$ cat src/rtl/homing_pkg.sv
// Package: register map, field codes and state types for the homing sequencer
package homing_pkg;
  localparam int unsigned CLK_HZ = 20_000_000;

  // APB word offsets
  localparam logic [7:0] REG_CTRL = 8'h00;
  localparam logic [7:0] REG_CFG = 8'h04;
  localparam logic [7:0] REG_HIGH_SPEED = 8'h08;
  localparam logic [7:0] REG_LOW_SPEED = 8'h0C;
  localparam logic [7:0] REG_RAMP = 8'h10;
  localparam logic [7:0] REG_OFFSET = 8'h14;
  localparam logic [7:0] REG_GEAR = 8'h18;
  localparam logic [7:0] REG_STATUS = 8'h1C;
  localparam logic [7:0] REG_ABS_POS = 8'h20;
  localparam logic [7:0] REG_MOVE = 8'h24;

  // CTRL fields
  localparam int CTRL_TRIG_BIT = 0;
  localparam int CTRL_CLR_BIT = 1;
  // CFG fields
  localparam int CFG_METHOD_LSB = 0;
  localparam int CFG_MODE_LSB = 4;
  localparam int CFG_LIMSEL_LSB = 8;
  localparam int CFG_STOPMODE_LSB = 12;

  localparam logic [3:0] CFG_METHOD_RST = 4'h0;
  localparam logic [3:0] CFG_MODE_RST = 4'h0;
  localparam logic [1:0] CFG_LIMSEL_RST = 2'h0;
  localparam logic [31:0] GEAR_RST = 32'h0000_0001;

  // Enable-method codes
  localparam logic [3:0] METH_OFF0 = 4'h0;
  localparam logic [3:0] METH_HOME_START = 4'h1;
  localparam logic [3:0] METH_ELEC_START = 4'h2;
  localparam logic [3:0] METH_HOME_SON_A = 4'h3;
  localparam logic [3:0] METH_HOME_SON_B = 4'h4;
  localparam logic [3:0] METH_ELEC_SON = 4'h5;

  // Reference kinds selected by mode code divided by two
  localparam logic [2:0] REF_SWITCH = 3'h0;
  localparam logic [2:0] REF_INDEX = 3'h1;
  localparam logic [2:0] REF_SW_INDEX = 3'h2;
  localparam logic [2:0] REF_LIMIT = 3'h3;
  localparam logic [2:0] REF_LIM_INDEX = 3'h4;
  localparam logic [2:0] REF_STOP = 3'h5;
  localparam logic [2:0] REF_STOP_INDEX = 3'h6;

  typedef enum logic [3:0] {
    ST_IDLE,
    ST_FAST_FWD,
    ST_FAST_REV,
    ST_RAMP_REV,
    ST_SLOW_REV,
    ST_SLOW_FWD,
    ST_INDEX_SEEK,
    ST_LIMIT_WAIT,
    ST_OFFSET_MOVE,
    ST_DONE
  } search_state_t;

  typedef struct packed {
    logic home_sw;
    logic index;
    logic fwd_lim;
    logic rev_lim;
    logic end_stop;
  } sensors_t;

  typedef struct packed {
    logic signed [31:0] speed;
    logic run;
    logic stop_req;
    logic [1:0] stop_mode;
  } motion_cmd_t;
endpackage

$ cat src/rtl/servo_homing_sequencer.sv
// Homing sequencer: APB registers, input edge detection and search FSM
//
// Overview of operation
// RQ1: Homing requests are ignored while fly change or multi-position runs.
// RQ2: Zero target equals located home plus configured offset.
// RQ3: Search starts only with servo-on, position mode and trigger.
// RQ4: Other references and repeat triggers are rejected while homing runs.
// RQ5: Home attaining finds the mechanical reference, then moves the offset.
// RQ6: Electric homing moves (offset minus position) times gear, signed.
// RQ7: On completion absolute position is loaded with home offset.
// RQ8: Completion raises home-found or offset-move output, mode independent.
// RQ9: Host waits for completion output before new position references.
// RQ10: Method 0,6 off; 1 start,3,4 servo-on; 2 start,5 servo-on electric.
// RQ11: Reference filters are bypassed while homing is active.
// RQ12: Limit during homing warns; setting 0 or 1 also stops (stops only for the limit ahead in the fast forward phase).
// RQ13: Even modes 0..12 pick forward searches with the listed references.
// RQ14: Odd modes mirror their even counterpart with directions reversed.
// RQ15: Switch inactive: high speed forward until decel rising edge.
// RQ16: On rising edge ramp to negative low speed, seek falling edge.
// RQ17: After falling edge go forward slow, seek home rising edge.
// RQ18: Stop at once on home rising edge in final forward phase.
// RQ19: Switch active at start: skip fast phase, reverse slow first.
// RQ20: Limit in fast phase: setting 2,3 reverse; 0,1 stop and wait.
// RQ21: After a resolved limit, search reverse at high speed.
// RQ22: Inputs are synchronised and edges found from consecutive samples.
//
// The APB slave port and the placing of the registers were decided locally.
`timescale 1ns/1ps
module servo_homing_sequencer
  import homing_pkg::*;
#(
  parameter int unsigned RAMP_CYC_PER_MS = CLK_HZ / 1000
) (
  input wire logic MCLK_I,
  input wire logic RST_N_I,
  input wire logic PSEL_I,
  input wire logic PENABLE_I,
  input wire logic PWRITE_I,
  input wire logic [7:0] PADDR_I,
  input wire logic [31:0] PWDATA_I,
  output logic [31:0] PRDATA_O,
  output logic PREADY_O,
  output logic PSLVERR_O,
  input wire logic SERVO_ON_I,
  input wire logic POS_MODE_I,
  input wire logic HOME_SEARCH_TRIGGER_I,
  input wire logic FLY_CHANGE_BUSY_I,
  input wire logic MULTI_POS_BUSY_I,
  input wire homing_pkg::sensors_t SENSORS_I,
  input wire logic MOVE_DONE_I,
  output homing_pkg::motion_cmd_t MOTION_O,
  output logic REF_ACCEPT_O,
  output logic FILTER_BYPASS_O,
  output logic HOME_FOUND_DONE_O,
  output logic OFFSET_MOVE_DONE_O,
  output logic FWD_LIMIT_WARNING_O,
  output logic REV_LIMIT_WARNING_O
);
  import homing_pkg::*;

  initial begin
    if (RAMP_CYC_PER_MS < 1) begin
      $error("RAMP_CYC_PER_MS must be at least 1");
    end
  end

  ////////////////////////////////////////////////////////////////////////
  // Registers
  logic [3:0] homing_enable_method;
  logic [3:0] homing_search_mode;
  logic [1:0] limit_handling_select;
  logic [1:0] overtravel_stop_mode;
  logic signed [31:0] high_search_speed;
  logic signed [31:0] low_search_speed;
  logic [15:0] search_ramp_time;
  logic signed [31:0] home_offset;
  logic signed [31:0] gear_ratio;
  logic signed [31:0] absolute_position_count;
  logic signed [31:0] offset_move;
  logic sw_trigger;
  logic sw_clear;
  search_state_t state;
  logic home_found_done;
  logic offset_move_done;
  logic fwd_limit_warning;
  logic rev_limit_warning;

  logic wr_en;
  logic rd_en;
  logic addr_ok;
  assign wr_en = PSEL_I && PENABLE_I && PWRITE_I;
  assign rd_en = PSEL_I && !PENABLE_I && !PWRITE_I;
  assign PREADY_O = 1'b1;
  assign PSLVERR_O = PSEL_I && PENABLE_I && !addr_ok;
  // Map is contiguous aligned words from CTRL up to MOVE
  assign addr_ok = PADDR_I[1:0] == 2'h0 && PADDR_I <= REG_MOVE;

  always_ff @(posedge MCLK_I or negedge RST_N_I) begin
    if (!RST_N_I) begin
      homing_enable_method <= CFG_METHOD_RST;
      homing_search_mode <= CFG_MODE_RST;
      limit_handling_select <= CFG_LIMSEL_RST;
      overtravel_stop_mode <= 2'h0;
      high_search_speed <= 32'sh0000_0000;
      low_search_speed <= 32'sh0000_0000;
      search_ramp_time <= 16'h0000;
      home_offset <= 32'sh0000_0000;
      gear_ratio <= GEAR_RST;
    end else if (wr_en) begin
      case (PADDR_I)
        REG_CFG: begin
          homing_enable_method <= PWDATA_I[CFG_METHOD_LSB +: 4];
          homing_search_mode <= PWDATA_I[CFG_MODE_LSB +: 4];
          limit_handling_select <= PWDATA_I[CFG_LIMSEL_LSB +: 2];
          overtravel_stop_mode <= PWDATA_I[CFG_STOPMODE_LSB +: 2];
        end
        REG_HIGH_SPEED: high_search_speed <= PWDATA_I;
        REG_LOW_SPEED: low_search_speed <= PWDATA_I;
        REG_RAMP: search_ramp_time <= PWDATA_I[15:0];
        REG_OFFSET: home_offset <= PWDATA_I;
        REG_GEAR: gear_ratio <= PWDATA_I;
        default: ;
      endcase
    end
  end

  // Control strobes: one-cycle pulses from CTRL writes
  always_ff @(posedge MCLK_I or negedge RST_N_I) begin
    if (!RST_N_I) begin
      sw_trigger <= 1'b0;
      sw_clear <= 1'b0;
    end else begin
      sw_trigger <= wr_en && PADDR_I == REG_CTRL && PWDATA_I[CTRL_TRIG_BIT];
      sw_clear <= wr_en && PADDR_I == REG_CTRL && PWDATA_I[CTRL_CLR_BIT];
    end
  end

  // Read data latched in setup, valid in access
  always_ff @(posedge MCLK_I or negedge RST_N_I) begin
    if (!RST_N_I) begin
      PRDATA_O <= 32'h0000_0000;
    end else if (rd_en) begin
      case (PADDR_I)
        REG_CFG: PRDATA_O <= {18'h0_0000, overtravel_stop_mode, 2'h0,
                              limit_handling_select, homing_search_mode,
                              homing_enable_method};
        REG_HIGH_SPEED: PRDATA_O <= high_search_speed;
        REG_LOW_SPEED: PRDATA_O <= low_search_speed;
        REG_RAMP: PRDATA_O <= {16'h0000, search_ramp_time};
        REG_OFFSET: PRDATA_O <= home_offset;
        REG_GEAR: PRDATA_O <= gear_ratio;
        REG_STATUS: PRDATA_O <= {24'h00_0000, state, rev_limit_warning,
                                 fwd_limit_warning, offset_move_done,
                                 home_found_done};
        REG_ABS_POS: PRDATA_O <= absolute_position_count;
        REG_MOVE: PRDATA_O <= offset_move;
        default: PRDATA_O <= 32'h0000_0000;
      endcase
    end
  end

  ////////////////////////////////////////////////////////////////////////
  // Input synchronisers and edge detection
  localparam int NIN = 8;
  logic [NIN-1:0] raw_in;
  logic [NIN-1:0] sync1;
  logic [NIN-1:0] sync2;
  logic [NIN-1:0] prev;
  logic [NIN-1:0] rise;
  logic [NIN-1:0] fall;
  assign raw_in = {SERVO_ON_I, HOME_SEARCH_TRIGGER_I, SENSORS_I.end_stop,
                   SENSORS_I.rev_lim, SENSORS_I.fwd_lim, SENSORS_I.index,
                   SENSORS_I.home_sw, POS_MODE_I};

  genvar gi;
  generate
    for (gi = 0; gi < NIN; gi++) begin : g_sync
      always_ff @(posedge MCLK_I or negedge RST_N_I) begin
        if (!RST_N_I) begin
          sync1[gi] <= 1'b0;
          sync2[gi] <= 1'b0;
          prev[gi] <= 1'b0;
        end else begin
          sync1[gi] <= raw_in[gi];
          sync2[gi] <= sync1[gi];
          prev[gi] <= sync2[gi]; // [RQ22]
        end
      end
      assign rise[gi] = sync2[gi] && !prev[gi]; // [RQ22]
      assign fall[gi] = !sync2[gi] && prev[gi]; // [RQ22]
    end
  endgenerate

  logic pos_mode;
  logic servo_on;
  assign pos_mode = sync2[0];
  assign servo_on = sync2[7];

  ////////////////////////////////////////////////////////////////////////
  // Mode decode: direction flip for odd codes, reference from code/2
  logic rev_dir;
  logic [2:0] ref_kind;
  logic use_index;
  logic [2:0] ref_kind_raw;
  assign rev_dir = homing_search_mode[0]; // [RQ14]
  assign ref_kind_raw = homing_search_mode[3:1]; // [RQ13]
  assign ref_kind = ref_kind_raw > REF_STOP_INDEX ? REF_SWITCH : ref_kind_raw;
  assign use_index = ref_kind == REF_SW_INDEX || ref_kind == REF_LIM_INDEX ||
                     ref_kind == REF_STOP_INDEX;

  // Decel reference level and edges; only the limit reference is mirrored for reverse modes
  logic [2:0] dec_idx;
  logic [2:0] lim_idx;
  logic dec_lvl;
  logic dec_rise;
  logic dec_fall;
  logic ahead_lim_rise;
  assign lim_idx = rev_dir ? 3'h4 : 3'h3;
  always_comb begin
    case (ref_kind)
      REF_INDEX: dec_idx = 3'h2;
      REF_LIMIT, REF_LIM_INDEX: dec_idx = lim_idx;
      REF_STOP, REF_STOP_INDEX: dec_idx = 3'h5;
      default: dec_idx = 3'h1;
    endcase
  end
  assign dec_lvl = sync2[dec_idx];
  assign dec_rise = rise[dec_idx];
  assign dec_fall = fall[dec_idx];
  assign ahead_lim_rise = rise[lim_idx];

  // Method decode
  logic meth_home;
  logic meth_elec;
  logic meth_son;
  assign meth_home = homing_enable_method == METH_HOME_START ||
                     homing_enable_method == METH_HOME_SON_A ||
                     homing_enable_method == METH_HOME_SON_B; // [RQ10]
  assign meth_elec = homing_enable_method == METH_ELEC_START ||
                     homing_enable_method == METH_ELEC_SON; // [RQ10]
  assign meth_son = homing_enable_method == METH_HOME_SON_A ||
                    homing_enable_method == METH_HOME_SON_B ||
                    homing_enable_method == METH_ELEC_SON; // [RQ10]

  logic trig;
  logic busy_other;
  logic start_ok;
  assign busy_other = FLY_CHANGE_BUSY_I || MULTI_POS_BUSY_I;
  assign trig = meth_son ? rise[7] : (rise[6] || sw_trigger); // [RQ10]
  assign start_ok = trig && servo_on && pos_mode && !busy_other &&
                    (meth_home || meth_elec); // [RQ1] [RQ3]

  ////////////////////////////////////////////////////////////////////////
  // Ramp timer: search_ramp_time milliseconds converted to cycles
  logic [31:0] ramp_cnt;
  logic ramp_busy;
  logic ramp_load;
  assign ramp_busy = ramp_cnt != 32'h0000_0000;

  always_ff @(posedge MCLK_I or negedge RST_N_I) begin
    if (!RST_N_I) begin
      ramp_cnt <= 32'h0000_0000;
    end else if (ramp_load) begin
      ramp_cnt <= 32'(search_ramp_time * RAMP_CYC_PER_MS);
    end else if (ramp_busy) begin
      ramp_cnt <= ramp_cnt - 32'h0000_0001;
    end
  end

  ////////////////////////////////////////////////////////////////////////
  // Search state machine
  logic signed [31:0] hi;
  logic signed [31:0] lo;
  logic lim_stop;
  logic homing_active;
  logic signed [63:0] move_prod;
  assign hi = rev_dir ? -high_search_speed : high_search_speed;
  assign lo = rev_dir ? -low_search_speed : low_search_speed;
  assign lim_stop = limit_handling_select < 2'd2;
  assign homing_active = state != ST_IDLE && state != ST_DONE;
  assign move_prod = (home_offset - absolute_position_count) * gear_ratio;
  assign ramp_load = state == ST_FAST_FWD && dec_rise;

  always_ff @(posedge MCLK_I or negedge RST_N_I) begin
    if (!RST_N_I) begin
      state <= ST_IDLE;
      MOTION_O <= '0;
      offset_move <= 32'sh0000_0000;
    end else begin
      case (state)
        ST_IDLE, ST_DONE: begin
          MOTION_O.run <= 1'b0;
          MOTION_O.stop_req <= 1'b0;
          if (start_ok && meth_elec) begin
            offset_move <= move_prod[31:0]; // [RQ6]
            MOTION_O.speed <= move_prod[63] ? -low_search_speed
                                            : low_search_speed; // [RQ6]
            MOTION_O.run <= 1'b1;
            state <= ST_OFFSET_MOVE;
          end else if (start_ok) begin
            MOTION_O.run <= 1'b1;
            if (dec_lvl) begin
              MOTION_O.speed <= -lo; // [RQ19]
              state <= ST_SLOW_REV;
            end else begin
              MOTION_O.speed <= hi; // [RQ15]
              state <= ST_FAST_FWD;
            end
          end
        end
        ST_FAST_FWD: begin
          if (ahead_lim_rise && lim_stop) begin
            MOTION_O.run <= 1'b0;
            MOTION_O.stop_req <= 1'b1; // [RQ20]
            MOTION_O.stop_mode <= overtravel_stop_mode; // [RQ12]
            state <= ST_LIMIT_WAIT;
          end else if (ahead_lim_rise) begin
            MOTION_O.speed <= -hi; // [RQ20] [RQ21]
            state <= ST_FAST_REV;
          end else if (dec_rise) begin
            MOTION_O.speed <= -lo; // [RQ16]
            state <= ST_RAMP_REV;
          end
        end
        ST_RAMP_REV: begin
          if (!ramp_busy) begin
            state <= ST_SLOW_REV; // [RQ16]
          end
        end
        ST_LIMIT_WAIT: begin
          MOTION_O.stop_req <= 1'b0;
          if (trig && !busy_other) begin
            MOTION_O.run <= 1'b1;
            MOTION_O.speed <= -hi; // [RQ21]
            state <= ST_FAST_REV;
          end
        end
        ST_FAST_REV, ST_SLOW_REV: begin
          if (dec_fall) begin
            MOTION_O.speed <= lo; // [RQ17]
            state <= ST_SLOW_FWD;
          end
        end
        ST_SLOW_FWD: begin
          if (dec_rise && use_index) begin
            state <= ST_INDEX_SEEK; // [RQ5]
          end else if (dec_rise) begin
            MOTION_O.speed <= home_offset; // [RQ2] [RQ18]
            state <= ST_OFFSET_MOVE;
          end
        end
        ST_INDEX_SEEK: begin
          if (rise[2]) begin
            MOTION_O.speed <= home_offset; // [RQ2] [RQ5]
            state <= ST_OFFSET_MOVE;
          end
        end
        ST_OFFSET_MOVE: begin
          if (MOVE_DONE_I) begin
            MOTION_O.run <= 1'b0;
            state <= ST_DONE;
          end
        end
        default: state <= ST_IDLE;
      endcase
    end
  end

  ////////////////////////////////////////////////////////////////////////
  // Absolute position, completion flags, limit warnings
  always_ff @(posedge MCLK_I or negedge RST_N_I) begin
    if (!RST_N_I) begin
      absolute_position_count <= 32'sh0000_0000;
    end else if (state == ST_OFFSET_MOVE && MOVE_DONE_I) begin
      absolute_position_count <= home_offset; // [RQ7]
    end
  end

  always_ff @(posedge MCLK_I or negedge RST_N_I) begin
    if (!RST_N_I) begin
      home_found_done <= 1'b0;
      offset_move_done <= 1'b0;
    end else if (state == ST_OFFSET_MOVE && MOVE_DONE_I) begin
      home_found_done <= !meth_elec; // [RQ8]
      offset_move_done <= meth_elec; // [RQ8]
    end else if (start_ok && !homing_active) begin
      home_found_done <= 1'b0;
      offset_move_done <= 1'b0;
    end
  end

  // Set wins over clear
  always_ff @(posedge MCLK_I or negedge RST_N_I) begin
    if (!RST_N_I) begin
      fwd_limit_warning <= 1'b0;
      rev_limit_warning <= 1'b0;
    end else begin
      if (homing_active && rise[3]) begin
        fwd_limit_warning <= 1'b1; // [RQ12]
      end else if (sw_clear) begin
        fwd_limit_warning <= 1'b0;
      end
      if (homing_active && rise[4]) begin
        rev_limit_warning <= 1'b1; // [RQ12]
      end else if (sw_clear) begin
        rev_limit_warning <= 1'b0;
      end
    end
  end

  assign REF_ACCEPT_O = !homing_active; // [RQ4] [RQ9]
  assign FILTER_BYPASS_O = homing_active; // [RQ11]
  assign HOME_FOUND_DONE_O = home_found_done;
  assign OFFSET_MOVE_DONE_O = offset_move_done;
  assign FWD_LIMIT_WARNING_O = fwd_limit_warning;
  assign REV_LIMIT_WARNING_O = rev_limit_warning;
endmodule

$ cat config.mk
export PLATFORM = sky130hd
export DESIGN_NAME = servo_homing_sequencer
export DESIGN_NICKNAME = d
export VERILOG_FILES = /design/src/rtl/homing_pkg.sv /design/src/rtl/servo_homing_sequencer.sv
export SDC_FILE = /design/constraint.sdc
export NUM_CORES = 2
export LEC_CHECK = 0
export ABC_CLOCK_PERIOD_IN_PS = 14060
export BUFFER_PORTS_ARGS = -buffer_cell sky130_fd_sc_hd__buf_4
export CORE_ASPECT_RATIO = 1.1
export CORE_UTILIZATION = 50
export CTS_CLUSTER_SIZE = 20
export DETAILED_ROUTE_END_ITERATION = 12
export PLACE_DENSITY = 0.7
export SYNTH_ARGS = -nofsm -noshare
export SYNTH_HDL_FRONTEND = slang
export SYNTH_SLANG_ARGS = --single-unit
$ cat constraint.sdc
create_clock -name MCLK_I -period 14.06 [get_ports MCLK_I]
set_input_delay 0 -clock MCLK_I [delete_from_list [all_inputs] [get_ports MCLK_I]]
set_output_delay 0 -clock MCLK_I [all_outputs]
set_load 0.1 [all_outputs]
## After elaboration in Yosys (flattened, before gate mapping)

Cells that the tools add are included.

| word-level totals | value |
|---|---|
| flip-flop bits (word level) | 354 |
| bits of input ports | 56 |
| output and inout port bits | 76 |
| logic and storage cells | 258 |

| operators by class | value |
|---|---|
| add/subtract/negate cells | 6 |
| multipliers | 2 |
| order comparisons | 5 |
| equal/unequal tests | 43 |
| mux-type cells | 54 |
| reductions and logical operators | 100 |

Operator list:

| cell | number |
|---|---|
| $mux W32 | 13 |
| $pmux W32 S9 | 1 |
| $pmux W32 S6 | 1 |
| $neg A32 Y32 | 4 |
| $mux W33 | 3 |
| $mul A33 B32 Y64 | 1 |
| $mux W4 | 13 |
| $logic_and A1 B1 Y1 | 39 |
| $sub A32 B32 Y33 | 1 |
| $eq A8 B5 Y1 const B | 4 |
| $pmux W4 S8 | 1 |
| $reduce_bool A32 Y1 | 1 |
| $sub A32 B1 Y32 const B | 1 |
| $mul A16 B10 Y26 const B | 1 |
| $eq A4 B3 Y1 const B | 6 |
| $logic_not A1 Y1 | 22 |
| $reduce_and A2 Y1 | 9 |
| $eq A4 B2 Y1 const B | 4 |
| $eq A8 B4 Y1 const B | 2 |
| $eq A8 B6 Y1 const B | 2 |
| $ne A2 B2 Y1 const B | 8 |
| $bmux W1 S3 | 4 |
| $mux W1 | 12 |
| $logic_or A1 B1 Y1 | 10 |
| 29 further kinds | 47 |

## Depth between registers and ports, before layout

| depth | value |
|---|---|
| depth in word-level cells | 11 |
| depth in mapped cells | 48 |
| depth with buffers taken out | 46 |

## Worst setup path after synthesis

Ideal clock, no wire load.

| timing path | value |
|---|---|
| path type | register to register |
| from | register home_offset[0] |
| to | register MOTION_O[32] in the netlist's numbering |
| library setup time | 0.132 ns |
| data arrival time | 10.999 ns |
| data required time | 13.928 ns |
| setup slack | 2.929 ns |
| stages on the path, launching flop included | 43 |
| buffers on the path | 3 |
| period minus slack after synthesis | 11.131 ns |
| cells stage by stage | dfrtp_1 -> inv_1 -> ha_1 -> fa_1 -> nor2b_1 -> o21ai_0 -> o211a_1 -> o21bai_1 -> a211oi_1 -> o21ai_0 -> a21oi_1 -> xnor2_1 -> clkbuf_1 -> clkbuf_1 -> nand2_1 -> fa_1 -> inv_1 -> fa_1 -> (+7 left out) -> fa_1 -> fa_1 -> inv_1 -> ha_1 -> nand4_1 -> or2_2 -> or4_1 -> o31a_1 -> o21ai_0 -> a211oi_1 -> o21ai_0 -> xnor2_1 -> xnor2_1 -> clkbuf_1 -> nor2_1 -> xor2_1 -> a221oi_1 -> nor3_2 |

| on the way | value |
|---|---|
| longest elaborated chain between the ends | 5 |

RTL lines:

| element | RTL line | source |
|---|---|---|
| start: declaration | servo_homing_sequencer.sv:76 | `logic signed [31:0] home_offset;` |
| start signal: assignment | servo_homing_sequencer.sv:107 | `home_offset <= 32'sh0000_0000;` |
| start signal: assignment | servo_homing_sequencer.sv:120 | `REG_OFFSET: home_offset <= PWDATA_I;` |
| $sub A32 B32 Y33 | servo_homing_sequencer.sv:281 | `assign move_prod = (home_offset - absolute_position_count) * gear_ratio;` |
| $mul A33 B32 Y64 | servo_homing_sequencer.sv:281 |  |
| $mux W32 | servo_homing_sequencer.sv:296 | `MOTION_O.speed <= move_prod[63] ? -low_search_speed` |
| $mux W33 | servo_homing_sequencer.sv:294 | `if (start_ok && meth_elec) begin` |
| $pmux W32 S6 | servo_homing_sequencer.sv:290 | `case (state)` |
| end: declaration | servo_homing_sequencer.sv:51 | `output homing_pkg::motion_cmd_t MOTION_O,` |

Every way passes these cells.
A chain may end at the register's enable or synchronous reset.

## Final worst setup path

| timing path | value |
|---|---|
| from | register home_offset[0] |
| to | register MOTION_O[6] in the netlist's numbering |

Same word-level chain as after synthesis.

==> impl_summary.md <==
Run status
The run finished, with violations left. The checks that failed: hold timing.

Pwr
Power spread over the standard cell area amounts to 94.9 mW/mm^2. The highest ir drop seen on vdd is 0.000124 V. The total power is 6.12 mW. Summed over all cells, the static leakage comes to 31.7 nW.

Global routing
In this run the most used layer during global routing was met2. The number of global-route vias before repair came to 50047. The aggregate global-route resource usage is 30.6%.

The first global-routing pass estimated 287000 um of wire. Entering global routing, the biggest net connects 90 pins. The initial antenna violation count was 5. For this run the aggregate overflow at the end of global routing stands at 0. The met2 track demand over resource in global routing is 51.6%. The met1 global-route usage is 37.5%. For this run, global-route usage on met3 was measured as 5.44%.

CTS
The clock slew at the register clock pins of the worst setup and hold paths is 0.07 ns. The total of cells resized after clock tree synthesis is 0. The root buffer cell chosen for the clock tree is sky130_fd_sc_hd__clkbuf_16. The CTS tree is built. The total number of clock tree sinks is 354.

The deepest level of the CTS H-tree is 2. The number of buffers between clock root and the deepest sink is 3. Post-CTS timing repair inserted 0 buffers for setup. Counting the buffers created by CTS gives 39. The clock latency on the worst-skew pair is 0.60 ns.

Floorplanning
The die is 366 um tall. The area inside the core boundary is 0.119 mm^2. The floorplan has 133 rows.

The die is 333 um wide. The area of the die is 0.122 mm^2. In this run the count of I/O pins placed on the die edge is 132. Once the floorplan was initialized, standard cells occupied 50.3% of the core.

Placement
The number of buffers inserted by port buffering is 130. The weighted congestion at the end of routability-driven global placement is 0.948. The number of placed instances, taps included is 7856.

Before CTS, the worst setup slack after placement is 1.43 ns. After legalization and detailed placement, the total HPWL measured 135000 um.

Layout
Cells with a size suffix above 1 make up 9.42% of the layout. The synthesis-to-finish area growth is 7.17%. The net count of the finished layout is 7874. Leaving out filler cells and counting taps, the final layout contains 7974.

Worst setup path
The most prevalent standard cell on the critical path is sky130_fd_sc_hd__fa_1. The critical path in this run is classified as reg2reg. The endpoint required time on the critical path is 14.50 ns. Data arrives at the worst endpoint at 13.19 ns. The cell at the slowest stage of the critical path is sky130_fd_sc_hd__fa_1. The kind of capture point of the worst setup path is a flop. In this design, the stage delay of the slowest critical-path cell is 0.90 ns. The startpoint type of the worst setup path is a flop.

Of all nets on the critical path, the largest fanout is 32.

Yosys
The top cell type by area accounts for 37.9% of the synthesized area. The synthesized net count is 7935. The instance count of the mapped netlist is 6451.

After synthesis the cells add up to 0.0601 mm^2. Among all cell types in the netlist, the one instantiated most often is sky130_fd_sc_hd__inv_1. In the synthesized netlist the dominant register cell turns out to be sky130_fd_sc_hd__dfrtp_1. After synthesis the netlist holds a flip-flop and latch count of 354. The number of library cell types mapped by synthesis is 97. Yosys mapped a number of flops with a built-in enable equal to 0. By area the synthesized netlist is led by sky130_fd_sc_hd__fa_1 38%, sky130_fd_sc_hd__dfrtp_1 15%, sky130_fd_sc_hd__inv_1 7.7%, sky130_fd_sc_hd__ha_1 6.0%, sky130_fd_sc_hd__nand2_1 4.9%. The average size of a mapped cell is 9.32 um^2.

Of the synthesized area, sequential elements account for 14.7%. The share of synthesized flip-flops with an asynchronous set or reset is 100%. After synthesis, the most frequently instantiated cells are 1228 x sky130_fd_sc_hd__inv_1, 1139 x sky130_fd_sc_hd__fa_1, 778 x sky130_fd_sc_hd__nand2_1. Summed over all instances, the cell type with the most area after synthesis is sky130_fd_sc_hd__fa_1. For this run, the number of Yosys warnings is 0.

Timing
On the final layout, the worst hold slack is -0.000513 ns. The worst setup margin is 1.31 ns. The final number of hold-violating endpoints was 3. Timing would allow up to 78.4 MHz. The number of endpoints failing setup at the final stage is 0. Between clock sinks in the finished design, the worst skew comes to 0.0498 ns.

The shortest period the worst path allows is 12.75 ns. For the pin with the worst max-slew slack, the measured transition is 1.21 ns. The final period utilization is 90.7%. Headroom to the max-slew limit came out at 19.1%. Setup repair after global routing left no endpoint under its margin. The number of max-slew violations in the final report is 0. Adding up every negative setup slack in the final design gives 0 ns.

Worst hold path
The path category of the worst min-delay check is in2async.

Drt
The first-pass iteration count of the detailed router is 7. The post-detailed-route wirelength per cell is 22.6 um. The final routed DRC violation total is 0.

The first routing iteration left 3621 violations. The final antenna-violating net count is 0. After detailed routing, the number of vias per cell comes to 5.84. The routed design has 181000 um of wire. The number of vias in the routed layout is 46591.

Job
Across the run, the number of max-cap violations was 0.
==> critical path, delay by kind of cell, from the launching register on <==
family          cells  cell delay (ns)
fa+ha+maj          11             5.28
compound gates     12             2.53
buf+inv             8             2.13
simple gates        6             1.37
xor+xnor            4             0.86
flops               1             0.41
==> timing repair <==
item                       4_1_cts  5_1_grt
hold endpoints to repair       254        0
setup endpoints to repair        0        0
hold buffers                    45        0
==> sequential cells by signal, indices dropped and copies added, names as in the netlist, 4 cells and up <==
| register | count |
|---|---|
| home_offset | 32 |
| absolute_position_count | 32 |
| search_ramp_time | 16 |
| sync2 | 6 |
| homing_search_mode | 4 |
| MOTION_O | 36 |
| sync1 | 8 |
| PRDATA_O | 32 |
| homing_enable_method | 4 |
| state | 4 |
| high_search_speed | 32 |
| prev | 8 |
| ramp_cnt | 32 |
| gear_ratio | 32 |
| low_search_speed | 32 |
| offset_move | 32 |
==> cells by family after synthesis <==
| logic type | synth area share (%) |
|---|---|
| buffers and inverters | 10.1 |
| adder cells (fa/ha/maj) | 43.9 |
| flip-flops | 14.7 |
| multiplexers | 4.05 |
| AND/OR/NAND/NOR | 14.8 |
| other | 0.00624 |
| AO/OA/AOI/OAI | 8.43 |
| XOR/XNOR | 3.87 |
==> stage by stage <==
step	hold slack (ns)	utilization [%]	area, um^2
6_report	-0.000513	53.9	64400
5_1_grt	0.0664	53.9	64400
4_1_cts	0.0325	53.9	64400
3_5_place_dp	0.0541	52.4	62700
3_3_place_gp	0.0484	52.4	62700
2_1_floorplan	-0.296	-	60100
==> cell type report <==
class,instances,area (um^2)
fill,10871,55000
multi-input combinational,4488,45500
sequential,354,8880
inverter,1228,4610
timing repair buffer,279,2210
tap,1552,1940
clock buffer,53,1120
clock inverter,19,210
antenna,1,2.50
==> report_power, final <==
| part | total [mW] | internal [mW] | switching, mW | leakage, nW |
|---|---|---|---|---|
| Sequential | 1.29 | 1.14 | 0.149 | 4.70 |
| Combinational | 3.76 | 1.01 | 2.75 | 26.3 |
| Clock | 1.07 | 0.604 | 0.469 | 0.643 |
| Total | 6.12 | 2.75 | 3.37 | 31.7 |
==> path summary, 6_finish.rpt <==
kind / from / endpoint / slack (ns) / cells after the start
max: home_offset[0] / MOTION_O[6] / 1.31 / 41
min: RST_N_I / ramp_cnt[3] / -0.0005 / 2
max reg2reg: home_offset[0] / MOTION_O[6] / 1.31 / 41
min reg2reg: sync1[7] / servo_on / 0.36 / 0
max in group asynchronous: RST_N_I / gear_ratio[22] / 10.80 / 5
min in group MCLK_I: HOME_SEARCH_TRIGGER_I / sync1[6] / 0.08 / 2
==> layer usage <==
layer / routed length (um) / part of all wire [%]
met1: 66900 / 37
met2: 88000 / 49
met3: 15100 / 8.4
met4: 10500 / 5.8
met5: 30 / 0.017
==> layout by cell type (no fill, tap or decap), drive strengths merged, types with 29 or more instances in the layout <==
| master | count |
|---|---|
| nor2 | 237 |
| ha | 289 |
| a21oi | 192 |
| xnor2 | 146 |
| and2 | 399 |
| dfrtp | 353 |
| a31oi | 37 |
| a221oi | 60 |
| a22o | 29 |
| nand3 | 51 |
| a21o | 29 |
| o31ai | 35 |
| nand2b | 80 |
| mux2 | 195 |
| nand2 | 778 |
| nor3 | 65 |
| buf | 234 |
| or3 | 30 |
| dlygate4sd3 | 45 |
| inv | 1229 |
| a22oi | 39 |
| o21ai | 156 |
| fa | 1139 |
| nor2b | 65 |
| clkbuf | 53 |
| xor2 | 119 |
(Power assumes the default switching activity.)
